**config.mk**
```make
export PLATFORM = sky130hd
export DESIGN_NAME = interp_mod_top
export DESIGN_NICKNAME = d
export VERILOG_FILES = /design/src/rtl/interp_mod_pkg.sv /design/src/rtl/interp_mod_top.sv
export SDC_FILE = /design/constraint.sdc
export NUM_CORES = 2
export LEC_CHECK = 0
export ABC_AREA = 1
export BUFFER_PORTS_ARGS = -buffer_cell sky130_fd_sc_hd__buf_2
export CAP_MARGIN = 15
export CORE_ASPECT_RATIO = 1.5
export CORE_MARGIN = 2
export CORE_UTILIZATION = 60
export CTS_CLUSTER_SIZE = 30
export DETAILED_ROUTE_END_ITERATION = 7
export PLACE_DENSITY = 0.74
export SKIP_CTS_REPAIR_TIMING = 1
export SLEW_MARGIN = 20
export SYNTH_ARGS = -nofsm -noshare
export SYNTH_HDL_FRONTEND = slang
export SYNTH_SLANG_ARGS = --single-unit
```
**constraint.sdc**
```tcl
create_clock -name MCLK_IN -period 9.4 [get_ports MCLK_IN]
set_clock_uncertainty 0.05 [all_clocks]
set_input_delay 1.88 -clock MCLK_IN [delete_from_list [all_inputs] [get_ports MCLK_IN]]
set_output_delay 1.88 -clock MCLK_IN [all_outputs]
set_load 0.05 [all_outputs]
```
**src/rtl/interp_mod_pkg.sv**
```systemverilog
// How it works
// - Pairing 0: I first, pair presented together.
// - Pairing 1: Q pairs with following I.
// - Data clock is clock over rate, doubled stuffed; held level at onefold unstuffed.
// - Both ports captured on data clock rise.
// - 03h bit 7 moves clock to serial pin.
// - Data clock invert and drive same, PLL off.
// - One-port clock runs at twice channel rate; held level at twofold unstuffed.
// - Select 0 routes word to I, 1 to Q.
// - Register 02h bit 1 swaps select meaning.
// - No onefold interpolation in one-port mode.
// - One-port invert, drive, pairing same, PLL off.
// - Three cascaded half-band stages per channel.
// - Register 01h bits 7:6 select interpolation rate.
// - Register 01h bits 5:4 enable modulation when nonzero.
// - Twofold modulation multiplies by +1, -1.
// - Fourfold modulation multiplies by 0, +1, 0, -1.
// - Eightfold modulation uses printed eight-step sequence.
// - Filters come before the modulator.
// - Register 02h bit 0 sets pair ordering.
// - Register 02h bit 4 inverts data clock.
// - Register 02h bit 2 inverts interleaved clock.
// - Zero stuffing inserts midscale after each sample.
package interp_mod_pkg;
   localparam int DATA_W = 16;
   localparam int ADDR_W = 8;
   localparam int REG_W = 8;
   localparam logic [ADDR_W-1:0] ADDR_INTERP = 8'h01;
   localparam logic [ADDR_W-1:0] ADDR_CLKCTL = 8'h02;
   localparam logic [ADDR_W-1:0] ADDR_PINSEL = 8'h03;
   localparam logic [ADDR_W-1:0] ADDR_PLL = 8'h04;
   localparam logic [ADDR_W-1:0] ADDR_STATUS = 8'h05;
   localparam logic [REG_W-1:0] INTERP_RESET = 8'h00;
   localparam logic [REG_W-1:0] CLKCTL_RESET = 8'h00;
   localparam logic [REG_W-1:0] PINSEL_RESET = 8'h00;
   localparam logic [REG_W-1:0] PLL_RESET = 8'h00;
   localparam int INTERP_LSB = 6;
   localparam int MOD_LSB = 4;
   localparam int STUFF_BIT = 3;
   localparam int PAIR_BIT = 0;
   localparam int SWAP_BIT = 1;
   localparam int ICLK_INV_BIT = 2;
   localparam int DCLK_INV_BIT = 4;
   localparam int DRIVE_BIT = 5;
   localparam int ONE_PORT_BIT = 6;
   localparam int SDO_CLK_BIT = 7;
   localparam int PLL_BIT = 7;
   localparam logic [DATA_W-1:0] MIDSCALE = 16'h8000;
   localparam logic [8:0] SQRT_HALF = 9'h0B5;
   localparam logic [4:0] COUNT_RESET = 5'h00;
   localparam logic [2:0] PHASE_RESET = 3'h0;
endpackage : interp_mod_pkg

```
**src/rtl/interp_mod_top.sv**
```systemverilog
`timescale 1ns/10ps
module interp_mod_top (
   input wire logic MCLK_IN,
   input wire logic RST_N_IN,
   input wire logic [interp_mod_pkg::ADDR_W-1:0] REG_ADDR_IN,
   input wire logic [interp_mod_pkg::REG_W-1:0] REG_WDATA_IN,
   input wire logic REG_WR_IN,
   input wire logic REG_RD_IN,
   output logic [interp_mod_pkg::REG_W-1:0] REG_RDATA_OUT,
   input wire logic [interp_mod_pkg::DATA_W-1:0] PORT1_DATA_IN,
   input wire logic [interp_mod_pkg::DATA_W-1:0] PORT2_DATA_IN,
   input wire logic CHANNEL_SELECT_IN,
   output logic DATA_RATE_CLOCK_OUT,
   output logic SERIAL_PORT_DATA_OUT,
   output logic INTERLEAVED_RATE_CLOCK_OUT,
   output logic DRIVE_BOOST_OUT,
   output logic [interp_mod_pkg::DATA_W-1:0] I_DAC_OUT,
   output logic [interp_mod_pkg::DATA_W-1:0] Q_DAC_OUT
);
   import interp_mod_pkg::*;

   typedef logic signed [DATA_W-1:0] sample_t;

   // ---------------------------------------------------------------
   // Helper functions.
   // ---------------------------------------------------------------
   function automatic logic [4:0] f_period(input logic [1:0] code, input logic stuff);
      f_period = (5'h01 << code) << stuff;
   endfunction : f_period

   function automatic sample_t f_avg(input sample_t a, input sample_t b);
      logic signed [DATA_W:0] sum;
      sum = {a[DATA_W-1], a} + {b[DATA_W-1], b};
      f_avg = sum[DATA_W:1];
   endfunction : f_avg

   function automatic sample_t f_scale(input sample_t x);
      logic signed [DATA_W+9:0] prod;
      prod = x * $signed({1'b0, SQRT_HALF});
      f_scale = prod[DATA_W+7:8];
   endfunction : f_scale

   function automatic sample_t f_mod(input sample_t x, input logic [1:0] code,
                                     input logic [2:0] ph);
      sample_t h;
      h = f_scale(x);
      f_mod = x;
      unique case (code)
         2'b00, 2'b01: f_mod = ph[0] ? -x : x;
         2'b10: begin
            unique case (ph[1:0])
               2'b00, 2'b10: f_mod = '0;
               2'b01: f_mod = x;
               2'b11: f_mod = -x;
            endcase
         end
         2'b11: begin
            unique case (ph)
               3'h0, 3'h4: f_mod = '0;
               3'h1, 3'h3, 3'h7: f_mod = h;
               3'h2: f_mod = x;
               3'h5: f_mod = -h;
               3'h6: f_mod = -x;
            endcase
         end
      endcase
   endfunction : f_mod

   // ---------------------------------------------------------------
   // Configuration registers.
   // ---------------------------------------------------------------
   logic [REG_W-1:0] interp_q;
   logic [REG_W-1:0] clkctl_q;
   logic [REG_W-1:0] pinsel_q;
   logic [REG_W-1:0] pll_q;
   logic wr_interp;
   logic wr_clkctl;
   logic restart;

   assign wr_interp = REG_WR_IN && (REG_ADDR_IN == ADDR_INTERP);
   assign wr_clkctl = REG_WR_IN && (REG_ADDR_IN == ADDR_CLKCTL);
   assign restart = wr_interp || wr_clkctl;

   always_ff @(posedge MCLK_IN or negedge RST_N_IN) begin
      if (!RST_N_IN) begin
         interp_q <= INTERP_RESET;
         clkctl_q <= CLKCTL_RESET;
         pinsel_q <= PINSEL_RESET;
         pll_q <= PLL_RESET;
      end else if (REG_WR_IN) begin
         if (REG_ADDR_IN == ADDR_INTERP) interp_q <= REG_WDATA_IN;
         if (REG_ADDR_IN == ADDR_CLKCTL) clkctl_q <= REG_WDATA_IN;
         if (REG_ADDR_IN == ADDR_PINSEL) pinsel_q <= REG_WDATA_IN;
         if (REG_ADDR_IN == ADDR_PLL) pll_q <= REG_WDATA_IN;
      end
   end

   // ---------------------------------------------------------------
   // Decoded settings.
   // ---------------------------------------------------------------
   logic one_port;
   logic stuff;
   logic mod_on;
   logic pll_on;
   logic [1:0] eff;
   logic forced;

   assign one_port = clkctl_q[ONE_PORT_BIT];
   assign stuff = interp_q[STUFF_BIT];
   assign mod_on = |interp_q[MOD_LSB +: 2];
   assign pll_on = pll_q[PLL_BIT];
   assign forced = one_port && (interp_q[INTERP_LSB +: 2] == 2'b00);
   assign eff = forced ? 2'b01 : interp_q[INTERP_LSB +: 2];

   // ---------------------------------------------------------------
   // Clock divider and sample phase.
   // ---------------------------------------------------------------
   logic [4:0] n_clk;
   logic [4:0] half;
   logic [4:0] quarter;
   logic [4:0] c_q;
   logic [4:0] c_d;
   logic [2:0] ph_q;
   logic [3:0] m;
   logic samp_tick;
   logic in_tick;
   logic word_tick;

   assign n_clk = f_period(eff, stuff);
   assign half = ((n_clk >> 1) == 5'h00) ? 5'h01 : (n_clk >> 1);
   assign quarter = ((n_clk >> 2) == 5'h00) ? 5'h01 : (n_clk >> 2);
   assign c_d = restart ? COUNT_RESET :
                (c_q == n_clk - 5'h01) ? COUNT_RESET : 5'(c_q + 5'h01);
   assign samp_tick = !stuff || !c_q[0];
   assign m = stuff ? c_q[4:1] : c_q[3:0];
   assign in_tick = (c_q == COUNT_RESET);
   assign word_tick = one_port && ((c_q & (half - 5'h01)) == 5'h00);

   always_ff @(posedge MCLK_IN or negedge RST_N_IN) begin
      if (!RST_N_IN) begin
         c_q <= COUNT_RESET;
      end else begin
         c_q <= c_d;
      end
   end

   always_ff @(posedge MCLK_IN or negedge RST_N_IN) begin
      if (!RST_N_IN) begin
         ph_q <= PHASE_RESET;
      end else if (restart) begin
         ph_q <= PHASE_RESET;
      end else if (samp_tick) begin
         ph_q <= 3'(ph_q + 3'h1);
      end
   end

   // ---------------------------------------------------------------
   // Input synchronisers.
   // ---------------------------------------------------------------
   sample_t p1_meta_q;
   sample_t p1_q;
   sample_t p2_meta_q;
   sample_t p2_q;
   logic sel_meta_q;
   logic sel_q;

   always_ff @(posedge MCLK_IN or negedge RST_N_IN) begin
      if (!RST_N_IN) begin
         p1_meta_q <= '0;
         p1_q <= '0;
         p2_meta_q <= '0;
         p2_q <= '0;
         sel_meta_q <= 1'b0;
         sel_q <= 1'b0;
      end else begin
         p1_meta_q <= PORT1_DATA_IN;
         p1_q <= p1_meta_q;
         p2_meta_q <= PORT2_DATA_IN;
         p2_q <= p2_meta_q;
         sel_meta_q <= CHANNEL_SELECT_IN;
         sel_q <= sel_meta_q;
      end
   end

   // ---------------------------------------------------------------
   // Interleaved word steering and pairing.
   // ---------------------------------------------------------------
   sample_t last_i_q;
   sample_t last_q_q;
   sample_t pair_i_q;
   sample_t pair_q_q;
   logic to_q;

   assign to_q = sel_q ^ clkctl_q[SWAP_BIT];

   always_ff @(posedge MCLK_IN or negedge RST_N_IN) begin
      if (!RST_N_IN) begin
         last_i_q <= '0;
         last_q_q <= '0;
         pair_i_q <= '0;
         pair_q_q <= '0;
      end else if (word_tick) begin
         if (!to_q) begin
            last_i_q <= p1_q;
            if (clkctl_q[PAIR_BIT]) begin
               pair_i_q <= p1_q;
               pair_q_q <= last_q_q;
            end
         end else begin
            last_q_q <= p1_q;
            if (!clkctl_q[PAIR_BIT]) begin
               pair_i_q <= last_i_q;
               pair_q_q <= p1_q;
            end
         end
      end
   end

   // ---------------------------------------------------------------
   // Channel input capture.
   // ---------------------------------------------------------------
   sample_t chan_q [2];

   always_ff @(posedge MCLK_IN or negedge RST_N_IN) begin
      if (!RST_N_IN) begin
         chan_q[0] <= '0;
         chan_q[1] <= '0;
      end else if (in_tick) begin
         chan_q[0] <= one_port ? pair_i_q : p1_q;
         chan_q[1] <= one_port ? pair_q_q : p2_q;
      end
   end

   // ---------------------------------------------------------------
   // Half-band interpolation cascade.
   // ---------------------------------------------------------------
   sample_t st_in_q [2][3];
   sample_t st_hold_q [2][3];
   sample_t st_out_q [2][3];
   sample_t filt [2];

   always_ff @(posedge MCLK_IN or negedge RST_N_IN) begin
      if (!RST_N_IN) begin
         for (int ch = 0; ch < 2; ch++) begin
            for (int s = 0; s < 3; s++) begin
               st_in_q[ch][s] <= '0;
               st_hold_q[ch][s] <= '0;
               st_out_q[ch][s] <= '0;
            end
         end
      end else if (samp_tick) begin
         for (int ch = 0; ch < 2; ch++) begin
            for (int s = 0; s < 3; s++) begin
               logic [3:0] p;
               p = (4'h1 << eff) >> s;
               if (s < int'(eff)) begin
                  if ((m & (p - 4'h1)) == 4'h0) begin
                     if (s == 0) begin
                        st_in_q[ch][s] <= chan_q[ch];
                     end else begin
                        st_in_q[ch][s] <= st_out_q[ch][(s + 2) % 3];
                     end
                     st_hold_q[ch][s] <= st_in_q[ch][s];
                     st_out_q[ch][s] <= st_in_q[ch][s];
                  end else if ((m & (p - 4'h1)) == (p >> 1)) begin
                     st_out_q[ch][s] <= f_avg(st_hold_q[ch][s], st_in_q[ch][s]);
                  end
               end
            end
         end
      end
   end

   always_comb begin
      for (int ch = 0; ch < 2; ch++) begin
         filt[ch] = (eff == 2'b00) ? chan_q[ch] : st_out_q[ch][eff-2'b01];
      end
   end

   // ---------------------------------------------------------------
   // Modulator and zero stuffing.
   // ---------------------------------------------------------------
   sample_t mod_q [2];

   always_ff @(posedge MCLK_IN or negedge RST_N_IN) begin
      if (!RST_N_IN) begin
         mod_q[0] <= '0;
         mod_q[1] <= '0;
      end else if (samp_tick) begin
         for (int ch = 0; ch < 2; ch++) begin
            mod_q[ch] <= mod_on ? f_mod(filt[ch], eff, ph_q) : filt[ch];
         end
      end
   end

   always_ff @(posedge MCLK_IN or negedge RST_N_IN) begin
      if (!RST_N_IN) begin
         I_DAC_OUT <= MIDSCALE;
         Q_DAC_OUT <= MIDSCALE;
      end else begin
         I_DAC_OUT <= (stuff && c_q[0]) ? MIDSCALE : (mod_q[0] ^ MIDSCALE);
         Q_DAC_OUT <= (stuff && c_q[0]) ? MIDSCALE : (mod_q[1] ^ MIDSCALE);
      end
   end

   // ---------------------------------------------------------------
   // Clock outputs.
   // ---------------------------------------------------------------
   logic dclk_lvl;
   logic iclk_lvl;

   assign dclk_lvl = (c_d < half) ^ clkctl_q[DCLK_INV_BIT];
   assign iclk_lvl = ((c_d & (half - 5'h01)) < quarter) ^ clkctl_q[ICLK_INV_BIT];

   always_ff @(posedge MCLK_IN or negedge RST_N_IN) begin
      if (!RST_N_IN) begin
         DATA_RATE_CLOCK_OUT <= 1'b0;
         SERIAL_PORT_DATA_OUT <= 1'b0;
         INTERLEAVED_RATE_CLOCK_OUT <= 1'b0;
         DRIVE_BOOST_OUT <= 1'b0;
      end else begin
         DATA_RATE_CLOCK_OUT <= !pll_on && !one_port && !pinsel_q[SDO_CLK_BIT] && dclk_lvl;
         SERIAL_PORT_DATA_OUT <= !pll_on && !one_port && pinsel_q[SDO_CLK_BIT] && dclk_lvl;
         INTERLEAVED_RATE_CLOCK_OUT <= !pll_on && one_port && iclk_lvl;
         DRIVE_BOOST_OUT <= clkctl_q[DRIVE_BIT];
      end
   end

   // ---------------------------------------------------------------
   // Register read port.
   // ---------------------------------------------------------------
   always_ff @(posedge MCLK_IN or negedge RST_N_IN) begin
      if (!RST_N_IN) begin
         REG_RDATA_OUT <= '0;
      end else if (REG_RD_IN) begin
         unique case (REG_ADDR_IN)
            ADDR_INTERP: REG_RDATA_OUT <= interp_q;
            ADDR_CLKCTL: REG_RDATA_OUT <= clkctl_q;
            ADDR_PINSEL: REG_RDATA_OUT <= pinsel_q;
            ADDR_PLL: REG_RDATA_OUT <= pll_q;
            ADDR_STATUS: REG_RDATA_OUT <= {1'b0, ph_q, stuff, forced, eff};
            default: REG_RDATA_OUT <= '0;
         endcase
      end else begin
         REG_RDATA_OUT <= '0;
      end
   end
endmodule : interp_mod_top

```
==> metrics.md <==
| Metric | Value |
|---|---|
| Register bit total from synthesis | 566 |
| GRT overflow | 0 |
| Routed wire per std cell | 19.8 um |
| Antenna violations before repair | 0 |
| Final TNS setup | 0 ns |
| First-pass GRT wire length | 164000 um |
| Sequential-to-total area share from yosys stat | 0.400 |
| Post-synth EDFFs | 0 |
| Die Y | 302 um |
| Fmax achieved | 123 MHz |
| Synth Flop Type | dfrtp_1 |
| Pin count of the biggest net entering global routing | 172 |
| Routed Antenna Nets | 0 |
| Asr flop ratio synth | 1.00 |
| Max Cap Viol | 0 |
| Actual slew at the worst max-slew pin | 1.08 ns |
| Skew-Pair Late Insertion Delay | 0.66 ns |
| Post-DP HPWL | 74800 um |
| CTS sink count | 566 |
| Vias per std cell | 5.82 |
| Critical path launch point type | flip-flop |
| Synth Area in Simple Gates | 0.171 |
| Syn_nets | 4759 |
| Starting Density | 0.604 |
| Die area | 61000 um2 |
| Warnings, synthesis | 0 |
| Slew margin rel. | 0.275 |
| Xor/xnor share of the synthesized area | 0.0318 |
| Clk buf depth | 3 |
| Seq. cell area | 14200 um2 |
| Adder-cell area share of the yosys netlist | 0.137 |
| HP Class | flip-flop to flip-flop |
| Final hold violations | 0 |
| N_diodes | 0 |
| Slowest stage delay, CP | 0.57 ns |
| Num CTS Buffers | 54 |
| Count of final setup violators | 0 |
| Max H-tree Level | 2 |
| Tmin final | 8.11 ns |
| DR iter-0 viols | 2269 |
| CORE AREA | 58600 um2 |
| Synth Instances | 4372 |
| Largest family of logic cells by synthesized area | simple AND/OR/NAND/NOR gates |
| Critical setup path kind | flip-flop to flip-flop |
| Layout cells sized above 1 | 0.0774 |
| Final Cycle Share | 0.863 |
| Nets | 4776 |
| Iteration count of the initial detailed-routing pass | 6 |
| Multiplexer share of the synthesized area | 0.00445 |
| Netlist area before placement | 35400 um2 |
| TritonCTS clock tree | yes |
| Total Routed Length | 103000 um |
| Row count | 109 |
| Syn_area_per_cell | 8.10 um2 |
| Worst-path clk slew | 0.07 ns |
| Slowest library cell on the worst path | dfrtp_1 |
| Crit path required time | 9.80 ns |
| Via Count | 30.3k |
| Critical path's most frequent cell | inv_1 |
| Crit path max fanout | 22 |
| Die extent in x | 202 um |
| Filler instances | 5176 |
| Worst EP arrival | 8.51 ns |
| Status | finished clean |
| Unrepaired setup endpoints after global routing | false |
| Vias in the first global route | 30.2k |
| Max Slew Vio Count | 0 |
| Setup crit end kind | flip-flop |
| Unique cell type count in the Yosys netlist | 63 |
| Area Growth Syn to Fin | 8.48% |
| Compound-Gate Fraction of Synth Area | 0.170 |
| Routability cong. | 0.972 |
| Gr usage total | 0.345 |
| Drt drc | 0 |
| Number of I/O port buffers | 96 |
| I/O Pins | 97 |
| Area of the multi-input gates | 18300 um2 |
| Root Driver | clkbuf_16 |
==> synthesized netlist by cell type (46+ instances only) <==
library cell / count / area, um2
o211ai_1: 46 / 345
nor2_1: 262 / 983
o21ai_0: 504 / 2520
nand3_1: 192 / 961
inv_1: 596 / 2240
clkbuf_1: 141 / 529
xor2_1: 87 / 762
dfrtp_1: 564 / 14100
a21oi_1: 289 / 1450
a31oi_1: 59 / 369
nand2_1: 912 / 3420
ha_1: 246 / 3080
fa_1: 88 / 1760
==> cells in the final DEF (no fill, tap or decap), types with 43 or more instances in the layout <==
| master | synthesis | final |
|---|---|---|
| buf_2 | 16 | 95 |
| nor2_1 | 262 | 260 |
| o21ai_0 | 504 | 504 |
| buf_4 | 5 | 43 |
| nand3_1 | 192 | 192 |
| o211ai_1 | 46 | 46 |
| xor2_1 | 87 | 87 |
| clkbuf_16 | 0 | 54 |
| fa_1 | 88 | 88 |
| inv_1 | 596 | 595 |
| dfrtp_1 | 564 | 564 |
| a21oi_1 | 289 | 289 |
| a31oi_1 | 59 | 59 |
| ha_1 | 246 | 246 |
| nand2_1 | 912 | 908 |
==> cells by family (layout without fill, tap and decap cells) <==
logic type / after synthesis / after routing
buffers and inverters: 798 / 859
AND/OR/NAND/NOR: 1457 / 1457
multiplexers: 14 / 14
AO/OA/AOI/OAI: 1078 / 1078
adder cells (fa/ha/maj): 334 / 334
flip-flops: 566 / 566
XOR/XNOR: 125 / 125
==> sequential cells by signal, summed over array words and instances, names as in the netlist, 16 cells and up <==
| signal | flops |
|---|---|
| st_hold_q | 96 |
| last_i_q | 16 |
| I_DAC_OUT | 16 |
| p2_meta_q | 16 |
| chan_q | 32 |
| p1_q | 16 |
| Q_DAC_OUT | 16 |
| st_out_q | 96 |
| p2_q | 16 |
| st_in_q | 96 |
| last_q_q | 16 |
| p1_meta_q | 16 |
| pair_i_q | 16 |
| pair_q_q | 16 |
| mod_q | 32 |
==> critical path: cells and delay by family, from the launching register on <==
kind                       cells  cell delay (ns)
and+or+nand+nor                9             1.30
adders and majority gates      6             2.53
xor gates and xnor gates       1             0.15
DFF                            1             0.57
AOI/OAI and AO/OA              6             1.22
buffers and inverters         10             2.04
==> metrics by stage <==
stage / hold WS (ns) / instance area, um2 / std cells / utilization / setup WS [ns]
after floorplan: 0.281 / 35400 / 4372 / - / 2.01
after global placement: 0.283 / 36600 / 5110 / 0.623 / 1.82
after detailed placement: 0.285 / 36600 / 5110 / 0.623 / 1.63
after CTS: 0.299 / 38400 / 5210 / 0.655 / 1.53
after global routing: 0.302 / 38400 / 5210 / 0.655 / 0.944
final: 0.298 / 38400 / 5210 / 0.655 / 1.29
==> layout make-up <==
type | count | area share
clock buffer | 70 | 0.0396
clock inverter | 30 | 0.00882
inverter | 618 | 0.0604
multi-input combinational | 3008 | 0.475
sequential | 566 | 0.369
tap | 777 | 0.0253
timing repair buffer | 141 | 0.0222
==> path summary, 6_finish.rpt <==
check	slack [ns]	from	cells past startpoint	to
worst max register to register	1.29	interp_q[7]$_DFFE_PN0P_	32	mod_q[8]$_DFFE_PN0N_
worst min-delay path	0.30	p1_meta_q[6]$_DFF_PN0_	0	p1_q[6]$_DFF_PN0_
worst min register to register	0.30	p1_meta_q[6]$_DFF_PN0_	0	p1_q[6]$_DFF_PN0_
max in group asynchronous	6.56	RST_N_IN	2	last_i_q[8]$_DFFE_PN0P_
worst max-delay path	1.29	interp_q[7]$_DFFE_PN0P_	32	mod_q[8]$_DFFE_PN0N_
min in group asynchronous	1.24	RST_N_IN	1	st_hold_q[19]$_DFFE_PN0P_
==> per-layer routing <==
metal  part of all wire  global-route usage
met5                  0                   0
met4              0.083               0.251
met3              0.061              0.0469
met2               0.47               0.575
met1               0.38               0.410
Power is left out: the tool's default activity adds up to more than one toggle a clock period on the data nets, which glitch-free logic cannot reach.
